$ cat config.mk
export PLATFORM = sky130hd
export DESIGN_NAME = srfc_top
export DESIGN_NICKNAME = d
export VERILOG_FILES = /design/src/hw/srfc_baud_gen.v /design/src/hw/srfc_top.v
export VERILOG_INCLUDE_DIRS = /design/src /design/src/hw
export SDC_FILE = /design/constraint.sdc
export NUM_CORES = 1
export LEC_CHECK = 0
export ABC_AREA = 0
export BUFFER_PORTS_ARGS = -buffer_cell sky130_fd_sc_hd__buf_2
export CAP_MARGIN = 20
export CORE_MARGIN = 2
export CORE_UTILIZATION = 45
export DETAILED_ROUTE_END_ITERATION = 10
export GPL_TIMING_DRIVEN = 0
export PLACE_DENSITY_LB_ADDON = 0.05
export SYNTH_ARGS = -nofsm -noshare
export SYNTH_HDL_FRONTEND = slang
export SYNTH_SLANG_ARGS = --single-unit
$ cat constraint.sdc
create_clock -name aclk -period 6.6 [get_ports aclk]
set_input_delay 1.32 -clock aclk [delete_from_list [all_inputs] [get_ports aclk]]
set_output_delay 1.32 -clock aclk [all_outputs]
set_load 0.01 [all_outputs]
$ cat src/hw/srfc_defs.vh
// register offsets, field positions, reset values and response codes for srfc
// assumes plain verilog-2005 includes by bare name
`ifndef SRFC_DEFS_VH
`define SRFC_DEFS_VH
`define SRFC_OFF_RATE 4'h0
`define SRFC_OFF_FMT 4'h4
`define SRFC_OFF_CTRL 4'h8
`define SRFC_OFF_STAT 4'hC
`define SRFC_RATE_RESET 32'h00000000
`define SRFC_FMT_RESET 32'h88004400
`define SRFC_FMT_WMASK 32'hBFF07FFF
`define SRFC_RATE_WMASK 32'h000000FF
`define SRFC_SRC_MAX 4'h9
`define SRFC_FL_MIN 6'h08
`define SRFC_FL_MAX 6'h20
`define SRFC_CTRL_START 0
`define SRFC_CTRL_FIFO_LOAD 1
`define SRFC_STAT_BUSY 31
`define SRFC_RESP_OKAY 2'h0
`define SRFC_RESP_SLVERR 2'h2
`endif

$ cat src/hw/srfc_baud_gen.v
// baud generator: prescaler tap select then divide by 2*n
// assumes synchronous active-low reset and one clock domain
`default_nettype none
module srfc_baud_gen (
  input wire aclk,
  input wire aresetn,
  input wire [3:0] rate_source_select,
  input wire [3:0] rate_divisor,
  input wire run,
  output reg half_tick
);
  reg [8:0] pre_count;
  reg [4:0] div_count;
  reg tap_tick;
  wire [8:0] tap_len;
  wire [4:0] n_val;

  // tap k divides fc by 2**(k-1); taps 0 and 1 are fc itself
  assign tap_len = (rate_source_select == 4'h0) ? 9'h001 :
                   (9'h001 << (rate_source_select - 4'h1));
  assign n_val = (rate_divisor == 4'h0) ? 5'h10 : {1'b0, rate_divisor};

  //////////////////////////////////////////////////////////////////////
  // prescaler tap pulse
  always @(posedge aclk) begin
    if (!aresetn || !run) begin
      pre_count <= 9'h000;
      tap_tick <= 1'b0;
    end else if (pre_count >= tap_len - 9'h001) begin
      pre_count <= 9'h000;
      tap_tick <= 1'b1;
    end else begin
      pre_count <= pre_count + 9'h001;
      tap_tick <= 1'b0;
    end
  end

  // n taps per half period, so full period is 2*n taps
  always @(posedge aclk) begin
    if (!aresetn || !run) begin
      div_count <= 5'h00;
      half_tick <= 1'b0;
    end else begin
      half_tick <= 1'b0;
      if (tap_tick) begin
        if (div_count >= n_val - 5'h01) begin
          div_count <= 5'h00;
          half_tick <= 1'b1;
        end else begin
          div_count <= div_count + 5'h01;
        end
      end
    end
  end
endmodule // srfc_baud_gen
`default_nettype wire

$ cat src/hw/srfc_top.v
// serial rate and frame format control with a master-mode frame engine
// assumes axi4-lite master, synchronous active-low reset, 10 MHz aclk
//
// Summary of operation
// - source clock from ten prescaler taps
// - divisor code zero means sixteen
// - serial clock is source over 2n
// - bit order lsb or msb first
// - frame length 8 to 32 bits
// - burst gap of 0 to 15 clocks
// - idle clock level follows polarity bit
// - minimum deselect time 1 to 15 clocks
// - select to first edge code+1 clocks
// - end to deselect code+1 clocks
// - frame length change while idle discards fifo data
// - locked status zero only when idle
//
// Added by the designer: the register offsets and register access over AXI4-Lite.
`include "srfc_defs.vh"
`default_nettype none
module srfc_top (
  input wire aclk,
  input wire aresetn,
  input wire [31:0] s_axi_awaddr,
  input wire s_axi_awvalid,
  output wire s_axi_awready,
  input wire [31:0] s_axi_wdata,
  input wire [3:0] s_axi_wstrb,
  input wire s_axi_wvalid,
  output wire s_axi_wready,
  output reg [1:0] s_axi_bresp,
  output reg s_axi_bvalid,
  input wire s_axi_bready,
  input wire [31:0] s_axi_araddr,
  input wire s_axi_arvalid,
  output wire s_axi_arready,
  output reg [31:0] s_axi_rdata,
  output reg [1:0] s_axi_rresp,
  output reg s_axi_rvalid,
  input wire s_axi_rready,
  output reg serial_clock_pin,
  output reg chip_select_out_pin,
  output reg serial_data_out,
  output reg fifo_discard
);
  localparam ST_IDLE = 3'h0;
  localparam ST_LEAD = 3'h1;
  localparam ST_SHIFT = 3'h2;
  localparam ST_GAP = 3'h3;
  localparam ST_LAG = 3'h4;
  localparam ST_DESEL = 3'h5;

  reg [31:0] serial_rate_select;
  reg [31:0] frame_format_control;
  reg [31:0] tx_word;
  reg [3:0] burst_left;
  reg fifo_has_data;
  reg [2:0] state;
  reg [5:0] bit_count;
  reg [4:0] wait_count;
  reg phase;
  reg aw_held;
  reg w_held;
  reg [3:0] aw_addr;
  reg [31:0] w_data;
  reg [3:0] w_strb;
  wire half_tick;
  wire busy;
  wire do_write;
  wire [31:0] fmt_next;
  wire [5:0] frame_length;
  wire [3:0] burst_frame_gap;
  wire clock_idle_level;
  wire [3:0] select_idle_gap;
  wire [3:0] select_to_clock_lead;
  wire [3:0] clock_to_deselect_lag;
  wire msb_first;
  wire select_active_high;
  wire [5:0] frame_bits;
  wire [4:0] bit_index;
  wire start_now;
  wire frame_end;

  // field pick from the format register
  assign msb_first = frame_format_control[31];
  assign frame_length = frame_format_control[29:24];
  assign burst_frame_gap = frame_format_control[23:20];
  assign clock_idle_level = frame_format_control[14];
  assign select_idle_gap = frame_format_control[13:10];
  assign select_active_high = frame_format_control[8];
  assign select_to_clock_lead = frame_format_control[7:4];
  assign clock_to_deselect_lag = frame_format_control[3:0];
  assign busy = (state != ST_IDLE);

  // start decode also wakes the baud counters, saving a cycle of lead
  assign start_now = (state == ST_IDLE) && do_write && (aw_addr == `SRFC_OFF_CTRL) &&
                     w_data[`SRFC_CTRL_START];
  // last return-to-idle edge of a frame
  assign frame_end = (state == ST_SHIFT) && half_tick && phase &&
                     (bit_count == frame_bits - 6'h01);

  // prohibited lengths are clamped so the shifter never runs away
  assign frame_bits = (frame_length < `SRFC_FL_MIN) ? `SRFC_FL_MIN :
                      (frame_length > `SRFC_FL_MAX) ? `SRFC_FL_MAX :
                      frame_length;

  // position of the bit currently on the line
  assign bit_index = msb_first ? (frame_bits[4:0] - 5'h01 - bit_count[4:0]) :
                     bit_count[4:0];

  function [31:0] srfc_merge;
    input [31:0] old_val;
    input [31:0] new_val;
    input [3:0] strb;
    integer i;
    begin
      srfc_merge = old_val;
      for (i = 0; i < 4; i = i + 1) begin
        if (strb[i]) begin
          srfc_merge[i*8 +: 8] = new_val[i*8 +: 8];
        end
      end
    end
  endfunction

  srfc_baud_gen u_baud (
    .aclk(aclk),
    .aresetn(aresetn),
    .rate_source_select(serial_rate_select[7:4]),
    .rate_divisor(serial_rate_select[3:0]),
    .run(busy || start_now),
    .half_tick(half_tick)
  );

  //////////////////////////////////////////////////////////////////////
  // axi4-lite write path: address and data taken in either order
  assign s_axi_awready = !aw_held && !s_axi_bvalid;
  assign s_axi_wready = !w_held && !s_axi_bvalid;
  assign do_write = aw_held && w_held && !s_axi_bvalid;
  assign fmt_next = (srfc_merge(frame_format_control, w_data, w_strb) &
                     `SRFC_FMT_WMASK);

  always @(posedge aclk) begin
    if (!aresetn) begin
      aw_held <= 1'b0;
      w_held <= 1'b0;
      aw_addr <= 4'h0;
      w_data <= 32'h00000000;
      w_strb <= 4'h0;
      s_axi_bvalid <= 1'b0;
      s_axi_bresp <= `SRFC_RESP_OKAY;
    end else begin
      if (s_axi_awvalid && s_axi_awready) begin
        aw_held <= 1'b1;
        // anything above the register window becomes a misaligned code
        aw_addr <= (s_axi_awaddr[31:4] == 28'h0000000) ? s_axi_awaddr[3:0] : 4'hF;
      end
      if (s_axi_wvalid && s_axi_wready) begin
        w_held <= 1'b1;
        w_data <= s_axi_wdata;
        w_strb <= s_axi_wstrb;
      end
      if (do_write) begin
        aw_held <= 1'b0;
        w_held <= 1'b0;
        s_axi_bvalid <= 1'b1;
        // unmapped or misaligned writes answer slverr
        s_axi_bresp <= (aw_addr[1:0] == 2'h0 && aw_addr <= `SRFC_OFF_STAT) ?
                       `SRFC_RESP_OKAY : `SRFC_RESP_SLVERR;
      end else if (s_axi_bvalid && s_axi_bready) begin
        s_axi_bvalid <= 1'b0;
      end
    end
  end

  // configuration registers; writes land even when busy, software checks lock
  always @(posedge aclk) begin
    if (!aresetn) begin
      serial_rate_select <= `SRFC_RATE_RESET;
      frame_format_control <= `SRFC_FMT_RESET;
      tx_word <= 32'h00000000;
      fifo_has_data <= 1'b0;
      burst_left <= 4'h0;
      fifo_discard <= 1'b0;
    end else begin
      fifo_discard <= 1'b0;
      if (do_write && aw_addr == `SRFC_OFF_RATE) begin
        serial_rate_select <= srfc_merge(serial_rate_select, w_data, w_strb) &
                              `SRFC_RATE_WMASK;
      end
      if (do_write && aw_addr == `SRFC_OFF_FMT) begin
        frame_format_control <= fmt_next;
        if (!busy && fifo_has_data && fmt_next[29:24] != frame_length) begin
          fifo_has_data <= 1'b0;
          fifo_discard <= 1'b1;
        end
      end
      // control: bit0 start burst of wdata[7:4]+1 frames, bit1 load word
      if (do_write && aw_addr == `SRFC_OFF_CTRL) begin
        if (w_data[`SRFC_CTRL_FIFO_LOAD]) begin
          fifo_has_data <= 1'b1;
        end
        if (w_data[`SRFC_CTRL_START] && !busy) begin
          burst_left <= w_data[7:4];
        end
      end
      if (do_write && aw_addr == `SRFC_OFF_STAT) begin
        tx_word <= srfc_merge(tx_word, w_data, w_strb);
      end
      // count frames as they end so the last one goes on to the lag
      if (frame_end && burst_left != 4'h0) begin
        burst_left <= burst_left - 4'h1;
      end
    end
  end

  //////////////////////////////////////////////////////////////////////
  // axi4-lite read path, one cycle to rvalid
  assign s_axi_arready = !s_axi_rvalid;

  always @(posedge aclk) begin
    if (!aresetn) begin
      s_axi_rvalid <= 1'b0;
      s_axi_rdata <= 32'h00000000;
      s_axi_rresp <= `SRFC_RESP_OKAY;
    end else if (s_axi_arvalid && s_axi_arready) begin
      s_axi_rvalid <= 1'b1;
      s_axi_rresp <= `SRFC_RESP_OKAY;
      // addresses above the window fall into the error default
      case ((s_axi_araddr[31:4] == 28'h0000000) ? s_axi_araddr[3:0] : 4'hF)
        `SRFC_OFF_RATE: s_axi_rdata <= serial_rate_select;
        `SRFC_OFF_FMT: s_axi_rdata <= frame_format_control;
        `SRFC_OFF_CTRL: s_axi_rdata <= {28'h0000000, burst_left};
        `SRFC_OFF_STAT: s_axi_rdata <= {busy, 30'h00000000, fifo_has_data};
        default: begin
          s_axi_rdata <= 32'h00000000;
          s_axi_rresp <= `SRFC_RESP_SLVERR;
        end
      endcase
    end else if (s_axi_rvalid && s_axi_rready) begin
      s_axi_rvalid <= 1'b0;
    end
  end

  //////////////////////////////////////////////////////////////////////
  // frame engine; two half ticks make one serial clock cycle
  always @(posedge aclk) begin
    if (!aresetn) begin
      state <= ST_IDLE;
      bit_count <= 6'h00;
      wait_count <= 5'h00;
      phase <= 1'b0;
      serial_clock_pin <= 1'b1;
      chip_select_out_pin <= 1'b1;
      serial_data_out <= 1'b0;
    end else begin
      case (state)
        ST_IDLE: begin
          serial_clock_pin <= clock_idle_level;
          chip_select_out_pin <= !select_active_high;
          phase <= 1'b0;
          if (do_write && aw_addr == `SRFC_OFF_CTRL &&
              w_data[`SRFC_CTRL_START]) begin
            state <= ST_LEAD;
            chip_select_out_pin <= select_active_high;
            wait_count <= {1'b0, select_to_clock_lead};
            bit_count <= 6'h00;
          end
        end
        ST_LEAD: begin
          serial_data_out <= tx_word[bit_index];
          // hand over one half period early: the first shift tick is the edge
          if (half_tick) begin
            if (phase) begin
              phase <= 1'b0;
              wait_count <= wait_count - 5'h01;
            end else if (wait_count == 5'h00) begin
              state <= ST_SHIFT;
            end else begin
              phase <= 1'b1;
            end
          end
        end
        ST_SHIFT: begin
          // data moves while the clock sits at idle, or with the leading edge at one tick per cycle
          if (!phase) begin
            serial_data_out <= tx_word[bit_index];
          end
          if (half_tick) begin
            serial_clock_pin <= !serial_clock_pin;
            phase <= !phase;
            if (phase) begin
              if (bit_count == frame_bits - 6'h01) begin
                bit_count <= 6'h00;
                // a zero gap simply stays here for the next frame
                if (burst_left == 4'h0) begin
                  state <= ST_LAG;
                  wait_count <= {1'b0, clock_to_deselect_lag};
                end else if (burst_frame_gap != 4'h0) begin
                  state <= ST_GAP;
                  wait_count <= {1'b0, burst_frame_gap};
                end
              end else begin
                bit_count <= bit_count + 6'h01;
              end
            end
          end
        end
        ST_GAP: begin
          serial_clock_pin <= clock_idle_level;
          if (half_tick) begin
            phase <= !phase;
            if (phase) begin
              wait_count <= wait_count - 5'h01;
              // leave on the last gap period so the next edge is on time
              if (wait_count == 5'h01) begin
                state <= ST_SHIFT;
              end
            end
          end
        end
        ST_LAG: begin
          serial_clock_pin <= clock_idle_level;
          if (half_tick) begin
            phase <= !phase;
            if (phase) begin
              if (wait_count == 5'h00) begin
                state <= ST_DESEL;
                chip_select_out_pin <= !select_active_high;
                // code 0 is prohibited; treat it as one cycle
                wait_count <= (select_idle_gap == 4'h0) ? 5'h01 :
                              {1'b0, select_idle_gap};
              end else begin
                wait_count <= wait_count - 5'h01;
              end
            end
          end
        end
        ST_DESEL: begin
          if (half_tick) begin
            phase <= !phase;
            if (phase) begin
              wait_count <= wait_count - 5'h01;
              if (wait_count == 5'h01) begin
                state <= ST_IDLE;
              end
            end
          end
        end
        default: state <= ST_IDLE;
      endcase
    end
  end
endmodule // srfc_top
`default_nettype wire

# Yosys cells after proc, flatten, opt, wreduce, memory -nomap -nowiden
# Cells that the tools add are included.
[classes]
add_sub_neg = 11
order_cmp = 6
eq_ne = 35
shifts = 1
n_mux = 79
n_bitwise = 2
n_reduce_logical = 86
[op_table]
columns = ["operator", "count"]
rows = [
  ["$pmux 32 s4", 1],
  ["$mux 5", 14],
  ["$logic_not 28->1", 2],
  ["$mux 3", 18],
  ["$mux 6", 7],
  ["$reduce_and 2->1", 13],
  ["$logic_and 1x1->1", 25],
  ["$logic_not 4->1", 6],
  ["$mux 4", 6],
  ["$mux 1", 22],
  ["$ne 2x1->1 const B", 10],
  ["$ne 2x2->1 const B", 10],
  ["$pmux 5 s4", 1],
  ["$pmux 3 s6", 1],
  ["$reduce_and 17->1", 1],
  ["$eq 4x4->1 const B", 4],
  ["$reduce_bool 2->1", 8],
  ["$sub 5x1->5 const B", 3],
  ["$pmux 6 s2", 1],
  ["$reduce_bool 4->1", 3],
  ["$logic_not 1->1", 10],
  ["$reduce_and 10->1", 1],
  ["$add 9x1->9 const B", 1],
  ["$ge 9x9->1", 1],
  ["other kinds (36)", 51],
]
[word_totals]
reg_bits = 186
in_bits = 107
output_inout_bits = 45
elab_cells = 254

# Longest topological paths before layout
# Gate-level depths: netlist of run 1.
[depth]
ltp_word = 10
mapped_depth = 14
ltp_nobuf = 13

# Hierarchy
# From an unflattened synthesis of run 1, not the netlist that was laid out.
[unflattened]
cells_unflattened = 1088
area_unflattened_um2 = 8904.8
[modules_own_cells]
columns = ["module", "n_inst", "cells_each", "area_each_um2", "seq_area_each_um2"]
rows = [
  ["srfc_top", 1, 937, 7629.8, 3243.1],
  ["srfc_baud_gen", 1, 151, 1275.0, 320.3],
]

# Worst setup path after synthesis of run 1
# No wires, ideal clock.
[synth_timing]
path_kind = "reg2reg"
startpoint = "register serial_rate_select[5]"
endpoint = "register u_baud.pre_count[2]"
setup_ps = 68
arrival_ps = 2884
required_time_ps = 6532
setup_slack_ps = 3648
stages_incl_launch_ff = 13
path_buffers = 2
period_less_slack_ps = 2952
cell_sequence = "dfxtp_1 clkbuf_1 inv_1 or4_1 ha_1 buf_1 o31a_1 ha_1 a21o_1 a21o_1 a21oi_1 o211ai_1 nor2_1"
[synth_via]
elab_chain_len = 6
word_cells_on_any_way = 7
classes_between = "add/sub: 2; order compare: 1; shift: 1; mux: 1; reduce/logical: 2"
[synth_rtl]
columns = ["item", "line_no", "text"]
rows = [
  ["from (decl)", "srfc_top.v:53", "reg [31:0] serial_rate_select;"],
  ["from (signal assigned)", "srfc_top.v:179", "serial_rate_select <= `SRFC_RATE_RESET;"],
  ["from (signal assigned)", "srfc_top.v:188", "serial_rate_select <= srfc_merge(serial_rate_select, w_data, w_strb) &"],
  ["$sub 4x1->4", "srfc_baud_gen.v:20", "(9'h001 << (rate_source_select - 4'h1));"],
  ["$shl 1x4->9", "srfc_baud_gen.v:20", ""],
  ["$mux 9 (*)", "srfc_baud_gen.v:19", "assign tap_len = (rate_source_select == 4'h0) ? 9'h001 :"],
  ["$sub 9x1->9 (*)", "srfc_baud_gen.v:29", "end else if (pre_count >= tap_len - 9'h001) begin"],
  ["$ge 9x9->1 (*)", "srfc_baud_gen.v:29", ""],
  ["$reduce_or 2->1 (no line) (*)", "-", ""],
  ["to (signal assigned)", "srfc_baud_gen.v:33", "pre_count <= pre_count + 9'h001;"],
  ["to (decl)", "srfc_baud_gen.v:12", "reg [8:0] pre_count;"],
]
# Every way passes the cells marked *; elsewhere a longest branch is shown, timed or not.
# A chain may end at the register's enable or synchronous reset.

# Worst setup path after layout of run 1
[layout_timing]
startpoint = "register frame_format_control[29]"
endpoint = "register serial_data_out"
[layout_via]
elab_chain_len = 10
word_cells_on_any_way = 11
classes_between = "add/sub: 2; order compare: 2; mux: 7"
[layout_rtl]
columns = ["item", "line_no", "text"]
rows = [
  ["from (decl)", "srfc_top.v:54", "reg [31:0] frame_format_control;"],
  ["from (signal assigned)", "srfc_top.v:180", "frame_format_control <= `SRFC_FMT_RESET;"],
  ["from (signal assigned)", "srfc_top.v:192", "frame_format_control <= fmt_next;"],
  ["$gt 6x6->1 (no line)", "-", ""],
  ["$mux 6", "srfc_top.v:104", "(frame_length > `SRFC_FL_MAX) ? `SRFC_FL_MAX :"],
  ["$mux 6 (*)", "srfc_top.v:103", "assign frame_bits = (frame_length < `SRFC_FL_MIN) ? `SRFC_FL_MIN :"],
  ["$sub 5x1->5 (*)", "srfc_top.v:108", "assign bit_index = msb_first ? (frame_bits[4:0] - 5'h01 - bit_count[4:0]) :"],
  ["$sub 5x5->5 (*)", "srfc_top.v:108", ""],
  ["$mux 5 (*)", "srfc_top.v:108", ""],
  ["$bmux 1 s5 (*)", "srfc_top.v:271, srfc_top.v:287", ""],
  ["$mux 1 (implied by the code) (*)", "srfc_top.v:271, srfc_top.v:287", ""],
  ["$mux 1", "srfc_top.v:286", "if (!phase) begin"],
  ["$pmux 1 s2 (*)", "srfc_top.v:257", "case (state)"],
  ["to (signal assigned)", "srfc_top.v:271", "serial_data_out <= tx_word[bit_index];"],
  ["to (signal assigned)", "srfc_top.v:287", "serial_data_out <= tx_word[bit_index];"],
  ["to (decl)", "srfc_top.v:43", "output reg serial_data_out,"],
]
# Every way passes the cells marked *; elsewhere a longest branch is shown, timed or not. The select of a mux whose other input is x is not followed.

==> results of run 1 <==
[power breakdown]
group          internal (mW)  switching (mW)  leakage, nW  total [mW]
clock network          0.551           0.482        0.297        1.03
registers               1.10          0.0253         1.44        1.12
logic                 0.0674           0.105         2.45       0.173
[stage by stage]
step,hold WS (ns),util,setup slack (ns),cells,total power [mW]
final,0.454,0.552,3.18,1501,2.33
after global routing,0.471,0.552,2.97,1501,2.41
after CTS,0.455,0.552,3.21,1500,2.34
after detailed placement,0.445,0.520,2.97,1468,1.32
after global placement,0.440,0.520,2.96,1468,1.32
after floorplan,0.432,-,3.65,1066,1.24
[worst max-delay path by stage]
stage,from,endpoint,slack [ns],cells past startpoint
after floorplan,serial_rate_select[5]$_SDFFE_PN0P_,u_baud.pre_count[2]$_SDFF_PP0_,3.65,12
after global placement,s_axi_arvalid,s_axi_rdata[28]$_SDFFE_PN0P_,2.96,11
after detailed placement,s_axi_arvalid,s_axi_rdata[21]$_SDFFE_PN0P_,2.97,11
after CTS,frame_format_control[29]$_SDFFE_PN0P_,serial_data_out$_SDFFE_PN0P_,3.21,14
after global routing,frame_format_control[29]$_SDFFE_PN0P_,serial_data_out$_SDFFE_PN0P_,2.97,14
final,frame_format_control[29]$_SDFFE_PN0P_,serial_data_out$_SDFFE_PN0P_,3.18,14
[registers in the layout (all words and copies together), names as in the netlist, 3 cells and up]
| register | flops |
|---|---|
| state | 3 |
| s_axi_rdata | 26 |
| tx_word | 32 |
| frame_format_control | 26 |
| w_data | 32 |
| u_baud.pre_count | 9 |
| serial_rate_select | 8 |
| aw_addr | 4 |
| w_strb | 4 |
| u_baud.div_count | 5 |
| bit_count | 6 |
| burst_left | 4 |
| wait_count | 5 |
[final cells by class]
cell class | instances | area share
clock buffer | 18 | 0.0422
tap | 260 | 0.0313
inverter | 25 | 0.00903
timing repair buffer | 143 | 0.0688
clock inverter | 14 | 0.0162
sequential | 178 | 0.343
buffer | 76 | 0.0368
multi-input combinational | 787 | 0.453
[per-layer routing]
layer / vias up / global-route usage / share of wire
met4: 0 / 0.0676 / 0.016
met1: 3732 / 0.343 / 0.49
met3: 28 / 0.0392 / 0.046
li1: 4076 / - / -
met2: 213 / 0.388 / 0.45
met5: - / 0 / 0
[cells by family after synthesis]
group | share of synthesized area
simple gates | 0.232
xor+xnor | 0.0311
other cells | 0.000861
fa+ha+maj | 0.0410
mux | 0.0538
flops | 0.409
buf+inv | 0.0547
compound gates | 0.177
[Yosys cell counts, drive strengths merged, types with 8 or more instances]
master,number
nor4,19
o21ai,25
ha,27
nor2,90
a22oi,27
nand2,176
clkbuf,56
a21o,12
nand3,71
buf,20
inv,25
xor2,17
nor3,14
a21oi,121
nand4,10
a211oi,8
nand2b,11
mux2i,24
xnor2,14
dfxtp,178
[worst register-to-register path: stages, from the launching register on]
cell and delay [ns]:
dfxtp_1 0.32, buf_6 0.14, o21ba_2 0.27, nand2_1 0.09
inv_1 0.08, ha_1 0.16, inv_1 0.05, fa_1 0.47
nand2_1 0.05, o21ai_1 0.52, mux4_1 0.40, and2b_1 0.17
a211oi_1 0.27, a31o_2 0.20, a311oi_1 0.09
==> impl_metrics.csv, run 1 <==
group,metric,value,unit
worst_setup_path,r2r_cells,14,
power_and_ir_drop,p_per_area,224,nW/um^2
timing,slew_viol_final,0,
placed_design,dpl_cell_area,9780,um^2
timing,fin_skew,0.0102,ns
worst_setup_path,r2r-start,"frame_format_control[29]$_SDFFE_PN0P_",
worst_setup_path,endpoint_kind,"flop",
timing,setup_viol,0,
cts,cts_buffer_depth,2,
synthesis,synthArstFlopShare,0,
placed_design,port_buffers,142,
global_route,grt_pass1_wl,38900,um
worst_setup_path,critPathArrivalTime,3.73,ns
cells_and_area,diodes,0,
synthesis,synth.largest_area_cell,"dfxtp_1",
routing,num_vias,8049,
worst_setup_path,criticalPathCategory,"flop to flop",
timing,fin_tns_setup,0,ns
routing,drtAntennaViolNets,0,
synthesis,ys_types,75,
cells_and_area,final_cell_mix,"dfxtp_1, nand2_1, buf_2",
power_and_ir_drop,leakage,4.19,nW
routing,firstDrtPassIters,5,
cts,cts_sinks,178,
routing,drcViolationCount,0,
worst_setup_path,cp_max_fo,10,
power_and_ir_drop,peakVddDrop,0.197,mV
worst_hold_path,worstHoldStart,"tx_word[7]$_SDFFE_PN0P_",
floorplanning,die_h,143,um
cts,clk_pin_slew,0.08,ns
cts,cts-resized-gates,0,
routing,routed_wl,24500,um
synthesis,synth_seq_area_share,0.409,
worst_hold_path,hp-class,"flop to flop",
worst_setup_path,critPathLaunchType,"flop",
cells_and_area,multi_input_area,4710,um^2
worst_setup_path,slowest_stage,"o21ai_1",
floorplanning,start_util,0.463,
routing,drt-initial-drc-count,468,
floorplanning,core_region_area,18800,um^2
timing,max_slew_margin,0.339,
synthesis,ys_top_cells_by_area,"dfxtp_1, nand2_1, a21oi_1",
routing,wl_per_cell,16.3,um
synthesis,syn_area,8720,um^2
worst_setup_path,cpLargestDelayFamily,"compound AO/OA/AOI/OAI gates",
timing,finalCriticalPeriod,3.42,ns
placed_design,gp_congestion,0.879,
worst_setup_path,reg2reg_slack,3.18,ns
worst_hold_path,whs_path_depth,2,
synthesis,synth_edf_count,0,
floorplanning,ioPinCount,152,
global_route,grt_max_degree,19,
global_route,grt_antenna_before_repair,0,
cells_and_area,nFillCells,1797,
synthesis,synth-main-ff-cell,"dfxtp_1",
timing,worst_pin_slew,0.984,ns
synthesis,ys_warn_count,0,
floorplanning,rows,50,
cells_and_area,drive_above_1_share,0.181,
cts,clkLatencyLatePin,0.44,ns
cts,cts_made_buffers,17,
cts,cts_tree,"yes",
synthesis,synth_cells,1059,
cells_and_area,final_area,10400,um^2
synthesis,synth-seq-cells,178,
cells_and_area,regArea,3560,um^2
cells_and_area,fin_nets,1363,
worst_setup_path,required,6.91,ns
global_route,overflow,0,
timing,rsz0062_at_grt,"no",
global_route,grt_pass1_vias,7388,
cts,clock-root-buffer,"clkbuf_16",
timing,min_period_over_period,0.518,
routing,viasPerCell,5.36,
job,maxCapViolations,0,
timing,max_freq,292,MHz
cells_and_area,layout_commonest_cell,"dfxtp_1",
outcome,run_status,"completed",
worst_setup_path,r2r_end,"serial_data_out$_SDFFE_PN0P_",
worst_setup_path,cpPeakStageDelay,0.52,ns
worst_setup_path,path_cells,"buf_6 -> o21ba_2 -> nand2_1 -> inv_1 -> ha_1 -> inv_1 -> fa_1 -> nand2_1 -> o21ai_1 -> mux4_1 -> and2b_1 -> a211oi_1 -> a31o_2 -> a311oi_1",
floorplanning,die_area,20500,um^2
global_route,grt_use_total,0.244,
placed_design,dp_hpwl,18600,um
synthesis,synth_top_area_share,0.409,
cts,hold_buffers,0,
cells_and_area,synthToLayoutAreaGrowth,19.2,%
worst_hold_path,hold_path_end,"tx_word[7]$_SDFFE_PN0P_",
cts,post_cts_buffers,0,
worst_setup_path,crit_buf_inv,3,
cts,cts-htree-levels,4,
timing,hold_viol,0,
synthesis,avgSynthCellArea,8.23,um^2
floorplanning,dieWidth,143,um
Power figures use the tool's default switching activity.
==> run 2, diff against run 1 <==
==> constraint.sdc (replaced) <==
create_clock -name aclk -period 3 [get_ports aclk]
set_input_delay 0.6 -clock aclk [delete_from_list [all_inputs] [get_ports aclk]]
set_output_delay 0.6 -clock aclk [all_outputs]
set_load 0.01 [all_outputs]
==> impl_metrics.csv, run 2 (synthesis gave the netlist of run 1 again) <==
group,metric,value,unit
cells_and_area,reg_top3,"tx_word (32), w_data (32)",
floorplanning,rows,50,
timing,rsz0062_at_grt,"yes",
global_route,grt_use_total,0.245,
cells_and_area,drive_above_1_share,0.199,
floorplanning,dieWidth,143,um
cells_and_area,diodes,0,
floorplanning,die_h,143,um
cts,cts_tree,"yes",
worst_setup_path,critPathArrivalTime,3.22,ns
worst_setup_path,endpoint_kind,"flop",
worst_setup_path,required,3.31,ns
placed_design,port_buffers,142,
timing,max_slew_margin,0.491,
power_and_ir_drop,leakage,4.23,nW
global_route,grt_max_degree,19,
worst_setup_path,cp_max_fo,10,
cells_and_area,synthToLayoutAreaGrowth,20.8,%
outcome,run_status,"completed",
timing,setup_viol,0,
timing,finalCriticalPeriod,2.92,ns
timing,worst_pin_slew,0.763,ns
cts,cts-htree-levels,4,
floorplanning,core_region_area,18800,um^2
routing,drtAntennaViolNets,0,
routing,firstDrtPassIters,5,
power_and_ir_drop,p_per_area,486,nW/um^2
routing,routed_wl,24900,um
job,maxCapViolations,0,
worst_hold_path,hp-class,"input pin to flop",
floorplanning,ioPinCount,152,
routing,num_vias,8144,
cells_and_area,final_util,0.559,
cts,clk_pin_slew,0.07,ns
placed_design,dp_hpwl,18600,um
worst_setup_path,critPathLaunchType,"flop",
global_route,overflow,0,
cts,cts_sinks,178,
cells_and_area,nFillCells,1791,
routing,drcViolationCount,0,
worst_setup_path,criticalPathCategory,"flop to flop",
timing,max_freq,343,MHz
placed_design,place_inst,1468,
timing,slew_viol_final,0,
routing,wl_per_cell,16.5,um
cells_and_area,regArea,3570,um^2
global_route,grt_pass1_wl,39000,um
routing,viasPerCell,5.41,
cells_and_area,layout_commonest_cell,"dfxtp_1",
cells_and_area,multi_input_area,4800,um^2
floorplanning,start_util,0.463,
cells_and_area,final_cell_mix,"dfxtp_1, nand2_1, buf_2",
placed_design,place_ws,-0.348,ns
cts,clock-root-buffer,"clkbuf_16",
cts,cts_made_buffers,17,
floorplanning,die_area,20500,um^2
global_route,grt_antenna_before_repair,0,
cts,cts_buffer_depth,2,
cells_and_area,finalNonFillerCells,1504,
routing,drt-initial-drc-count,438,
timing,hold_viol,0,
cts,clkLatencyLatePin,0.44,ns
cells_and_area,fin_nets,1366,
timing,worst_slack,0.0824,ns
placed_design,gp_congestion,0.879,
global_route,grt_pass1_vias,7399,
timing,fin_tns_setup,0,ns
timing,fin_skew,0.00923,ns
timing,min_period_over_period,0.973,
power_and_ir_drop,peakVddDrop,0.434,mV
## run 2: cell count changes in the layout (fill, tap and decap cells not counted), moves of 2 or more
cell and delta:
buf_4 +5, clkbuf_1 -3, dfxtp_1 -2, ha_1 -2
mux2i_4 +2, mux4_1 -2, mux4_2 +2, nand2_1 -2
nand2_4 +2
## run 2: power by group
group,switching (mW),total [mW],internal [mW]
clock network,1.05,2.27,1.21
logic,0.232,0.381,0.149
registers,0.0557,2.47,2.41
## run 2: area by class of cell
cell class / instances / share of cell area
multi-input cells: 788 / 0.456
flip-flops and latches: 178 / 0.339
repair buffers: 149 / 0.0726
clock buffers: 18 / 0.0417
plain buffers: 72 / 0.0349
well taps: 260 / 0.0309
clock inverters: 14 / 0.0160
inverters: 25 / 0.00915
## run 2: final timing paths
check        slack, ns                           end  cells after the start                             startpoint
max reg2reg       0.08  serial_data_out$_SDFFE_PN0P_                     14  frame_format_control[29]$_SDFFE_PN0P_
max               0.08  serial_data_out$_SDFFE_PN0P_                     14  frame_format_control[29]$_SDFFE_PN0P_
min reg2reg       0.45      tx_word[20]$_SDFFE_PN0P_                      2               tx_word[20]$_SDFFE_PN0P_
min               0.39       w_data[28]$_SDFFE_PN0P_                      3                        s_axi_wdata[28]
## run 2: repair_timing
action / 4_1_cts / 5_1_grt
cloned: 0 / 1
endpoints found under the setup margin: 11 / 12
hold buffers: 0 / 0
pin swaps: 0 / 5
resized for setup: 8 / 18
buffers inserted: 4 / 2
## run 2: layer usage
metal	global-route usage	vias to the layer above	wire length, um
met5	0	-	0
li1	-	4081	-
met1	0.344	3771	11900
met3	0.0392	30	1420
met2	0.390	262	11200
met4	0.0676	0	395
## run 2: worst max-delay path, cell delays in order, from the launching register on
cell,delay [ns]
dfxtp_2,0.33
buf_6,0.13
o21ba_4,0.25
nand2_4,0.07
inv_4,0.07
ha_4,0.12
inv_1,0.05
fa_2,0.56
nand2_4,0.07
o21ai_4,0.11
mux4_2,0.33
and2b_1,0.17
a211oi_2,0.22
a31o_2,0.19
a311oi_1,0.09
## run 2: stage by stage
step	hold slack (ns)	cell area [um^2]	power [mW]
finish	0.389	10500	5.11
global route	0.387	10500	5.30
CTS	0.373	10500	5.15
detailed placement	0.445	9780	2.90
global placement	0.440	9780	2.90
floorplan	0.432	8750	2.72
==> run 3, diff against run 2 <==
--- a/config.mk
+++ b/config.mk
@@ -9,8 +9,10 @@
 export ABC_AREA = 0
 export BUFFER_PORTS_ARGS = -buffer_cell sky130_fd_sc_hd__buf_2
 export CAP_MARGIN = 20
+export CELL_PAD_IN_SITES_DETAIL_PLACEMENT = 1
+export CELL_PAD_IN_SITES_GLOBAL_PLACEMENT = 1
 export CORE_MARGIN = 2
-export CORE_UTILIZATION = 45
+export CORE_UTILIZATION = 38
 export DETAILED_ROUTE_END_ITERATION = 10
 export GPL_TIMING_DRIVEN = 0
 export PLACE_DENSITY_LB_ADDON = 0.05
==> impl_metrics.csv, run 3 (synthesis gave the netlist of run 1 again) <==
group,metric,value,unit
power_and_ir_drop,peakVddDrop,0.375,mV
outcome,run_status,"completed",
routing,drtAntennaViolNets,0,
cells_and_area,final_cell_mix,"dfxtp_1, nand2_1, buf_2",
floorplanning,core_region_area,22600,um^2
routing,num_vias,8236,
timing,max_slew_margin,0.492,
routing,viasPerCell,5.35,
cells_and_area,nFillCells,2818,
global_route,grt_pass1_vias,8218,
floorplanning,start_util,0.386,
worst_setup_path,cpPeakStageDelay,0.54,ns
routing,routed_wl,28300,um
worst_setup_path,r2r_cells,13,
cells_and_area,layout_commonest_cell,"dfxtp_1",
worst_setup_path,critPathLaunchType,"flop",
cts,clkLatencyLatePin,0.44,ns
placed_design,port_buffers,142,
cells_and_area,diodes,0,
timing,fin_skew,0.0120,ns
placed_design,place_ws,-0.451,ns
global_route,grt_use_total,0.239,
routing,drcViolationCount,0,
placed_design,gp_congestion,0.821,
floorplanning,ioPinCount,152,
timing,worst_pin_slew,0.761,ns
cts,cts_buffer_depth,2,
cells_and_area,regArea,3570,um^2
routing,firstDrtPassIters,4,
cells_and_area,drive_above_1_share,0.209,
cells_and_area,reg_top3,"tx_word (32), w_data (32)",
worst_hold_path,hp-class,"input pin to flop",
worst_setup_path,slowest_stage,"fa_2",
worst_setup_path,cp_max_fo,8,
cts,clk_pin_slew,0.08,ns
cts,clock-root-buffer,"clkbuf_16",
cts,cts_made_buffers,17,
worst_setup_path,endpoint_kind,"flop",
timing,slew_viol_final,0,
global_route,grt_antenna_before_repair,0,
cts,cts-htree-levels,4,
routing,wl_per_cell,18.4,um
worst_setup_path,path_cells,"o21ba_4 -> nand2_2 -> inv_1 -> ha_2 -> inv_1 -> fa_2 -> nand2_2 -> o21ai_4 -> mux4_2 -> and2b_1 -> a211oi_2 -> a31o_2 -> a311oi_2",
cts,hold_buffers,0,
timing,max_freq,341,MHz
job,maxCapViolations,0,
worst_setup_path,required,3.30,ns
worst_hold_path,whs_path_depth,3,
routing,drt-initial-drc-count,320,
cells_and_area,multi_input_area,4790,um^2
floorplanning,die_area,24200,um^2
placed_design,dpl_cell_area,9810,um^2
worst_setup_path,critPathArrivalTime,3.23,ns
floorplanning,die_h,155,um
timing,setup_viol,0,
global_route,grt_max_degree,19,
timing,finalCriticalPeriod,2.93,ns
cells_and_area,fin_nets,1377,
cells_and_area,final_area,10600,um^2
global_route,overflow,0,
timing,worst_slack,0.0690,ns
floorplanning,dieWidth,155,um
power_and_ir_drop,leakage,4.28,nW
timing,hold_viol,0,
timing,min_period_over_period,0.977,
cts,cts_tree,"yes",
power_and_ir_drop,total_power,5.13,mW
cts,cts_sinks,178,
placed_design,dp_hpwl,21400,um
floorplanning,rows,55,
global_route,grt_pass1_wl,45200,um
worst_setup_path,criticalPathCategory,"flop to flop",
cells_and_area,synthToLayoutAreaGrowth,21.9,%
power_and_ir_drop,p_per_area,483,nW/um^2
==> run 3: metal layers <==
metal  wire length, um  share of wire  global-route usage  vias up
met4               314          0.011              0.0572        0
met1             13500           0.48               0.321     4001
met2             13700           0.48               0.410      130
met3               820          0.029              0.0306       16
li1                  -              -                   -     4089
met5                 0              0                   0        -
==> run 3: path summary, 6_finish.rpt <==
path	slack (ns)	startpoint	endpoint
hold / removal	0.39	s_axi_wdata[20]	w_data[20]$_SDFFE_PN0P_
setup reg to reg	0.07	frame_format_control[29]$_SDFFE_PN0P_	serial_data_out$_SDFFE_PN0P_
hold reg to reg	0.46	w_data[18]$_SDFFE_PN0P_	w_data[18]$_SDFFE_PN0P_
setup / recovery	0.07	frame_format_control[29]$_SDFFE_PN0P_	serial_data_out$_SDFFE_PN0P_
==> run 3: critical path: cells and delay by family (launching register included) <==
family	cells	cell delay [ns]
AO/OA/AOI/OAI	5	0.94
adder cells (fa/ha/maj)	2	0.71
buffers and inverters	2	0.13
flip-flops	1	0.38
multiplexers	1	0.35
AND/OR/NAND/NOR	3	0.30
==> run 3: power by group <==
part           internal [mW]  switching (mW)
Sequential              2.41          0.0602
Clock                   1.19            1.09
Combinational          0.149           0.238
Total                   3.75            1.38
==> run 3: repair_timing <==
item                                    in CTS  in global routing
gates resized for setup                     13                 14
cloned                                       0                  0
buffers inserted                             5                 14
pin swaps                                    1                  2
endpoints found under the setup margin      11                 21
==> run 3: per-stage QoR <==
stage	TNS, ns	hold WS, ns	std cells	util
after detailed placement	-4.42	0.446	1493	0.435
after global routing	-0.0163	0.378	1540	0.471
after CTS	0	0.376	1527	0.465
after global placement	-3.47	0.439	1493	0.435
after floorplan	0	0.432	1066	-
final	0	0.388	1540	0.471
==> run 3: layout make-up <==
| type | instances | share of cell area |
|---|---|---|
| clock inverter | 15 | 0.0157 |
| timing repair buffer | 162 | 0.0811 |
| sequential | 178 | 0.336 |
| inverter | 25 | 0.00883 |
| clock buffer | 17 | 0.0400 |
| tap | 285 | 0.0336 |
| multi-input combinational | 787 | 0.451 |
| buffer | 71 | 0.0336 |
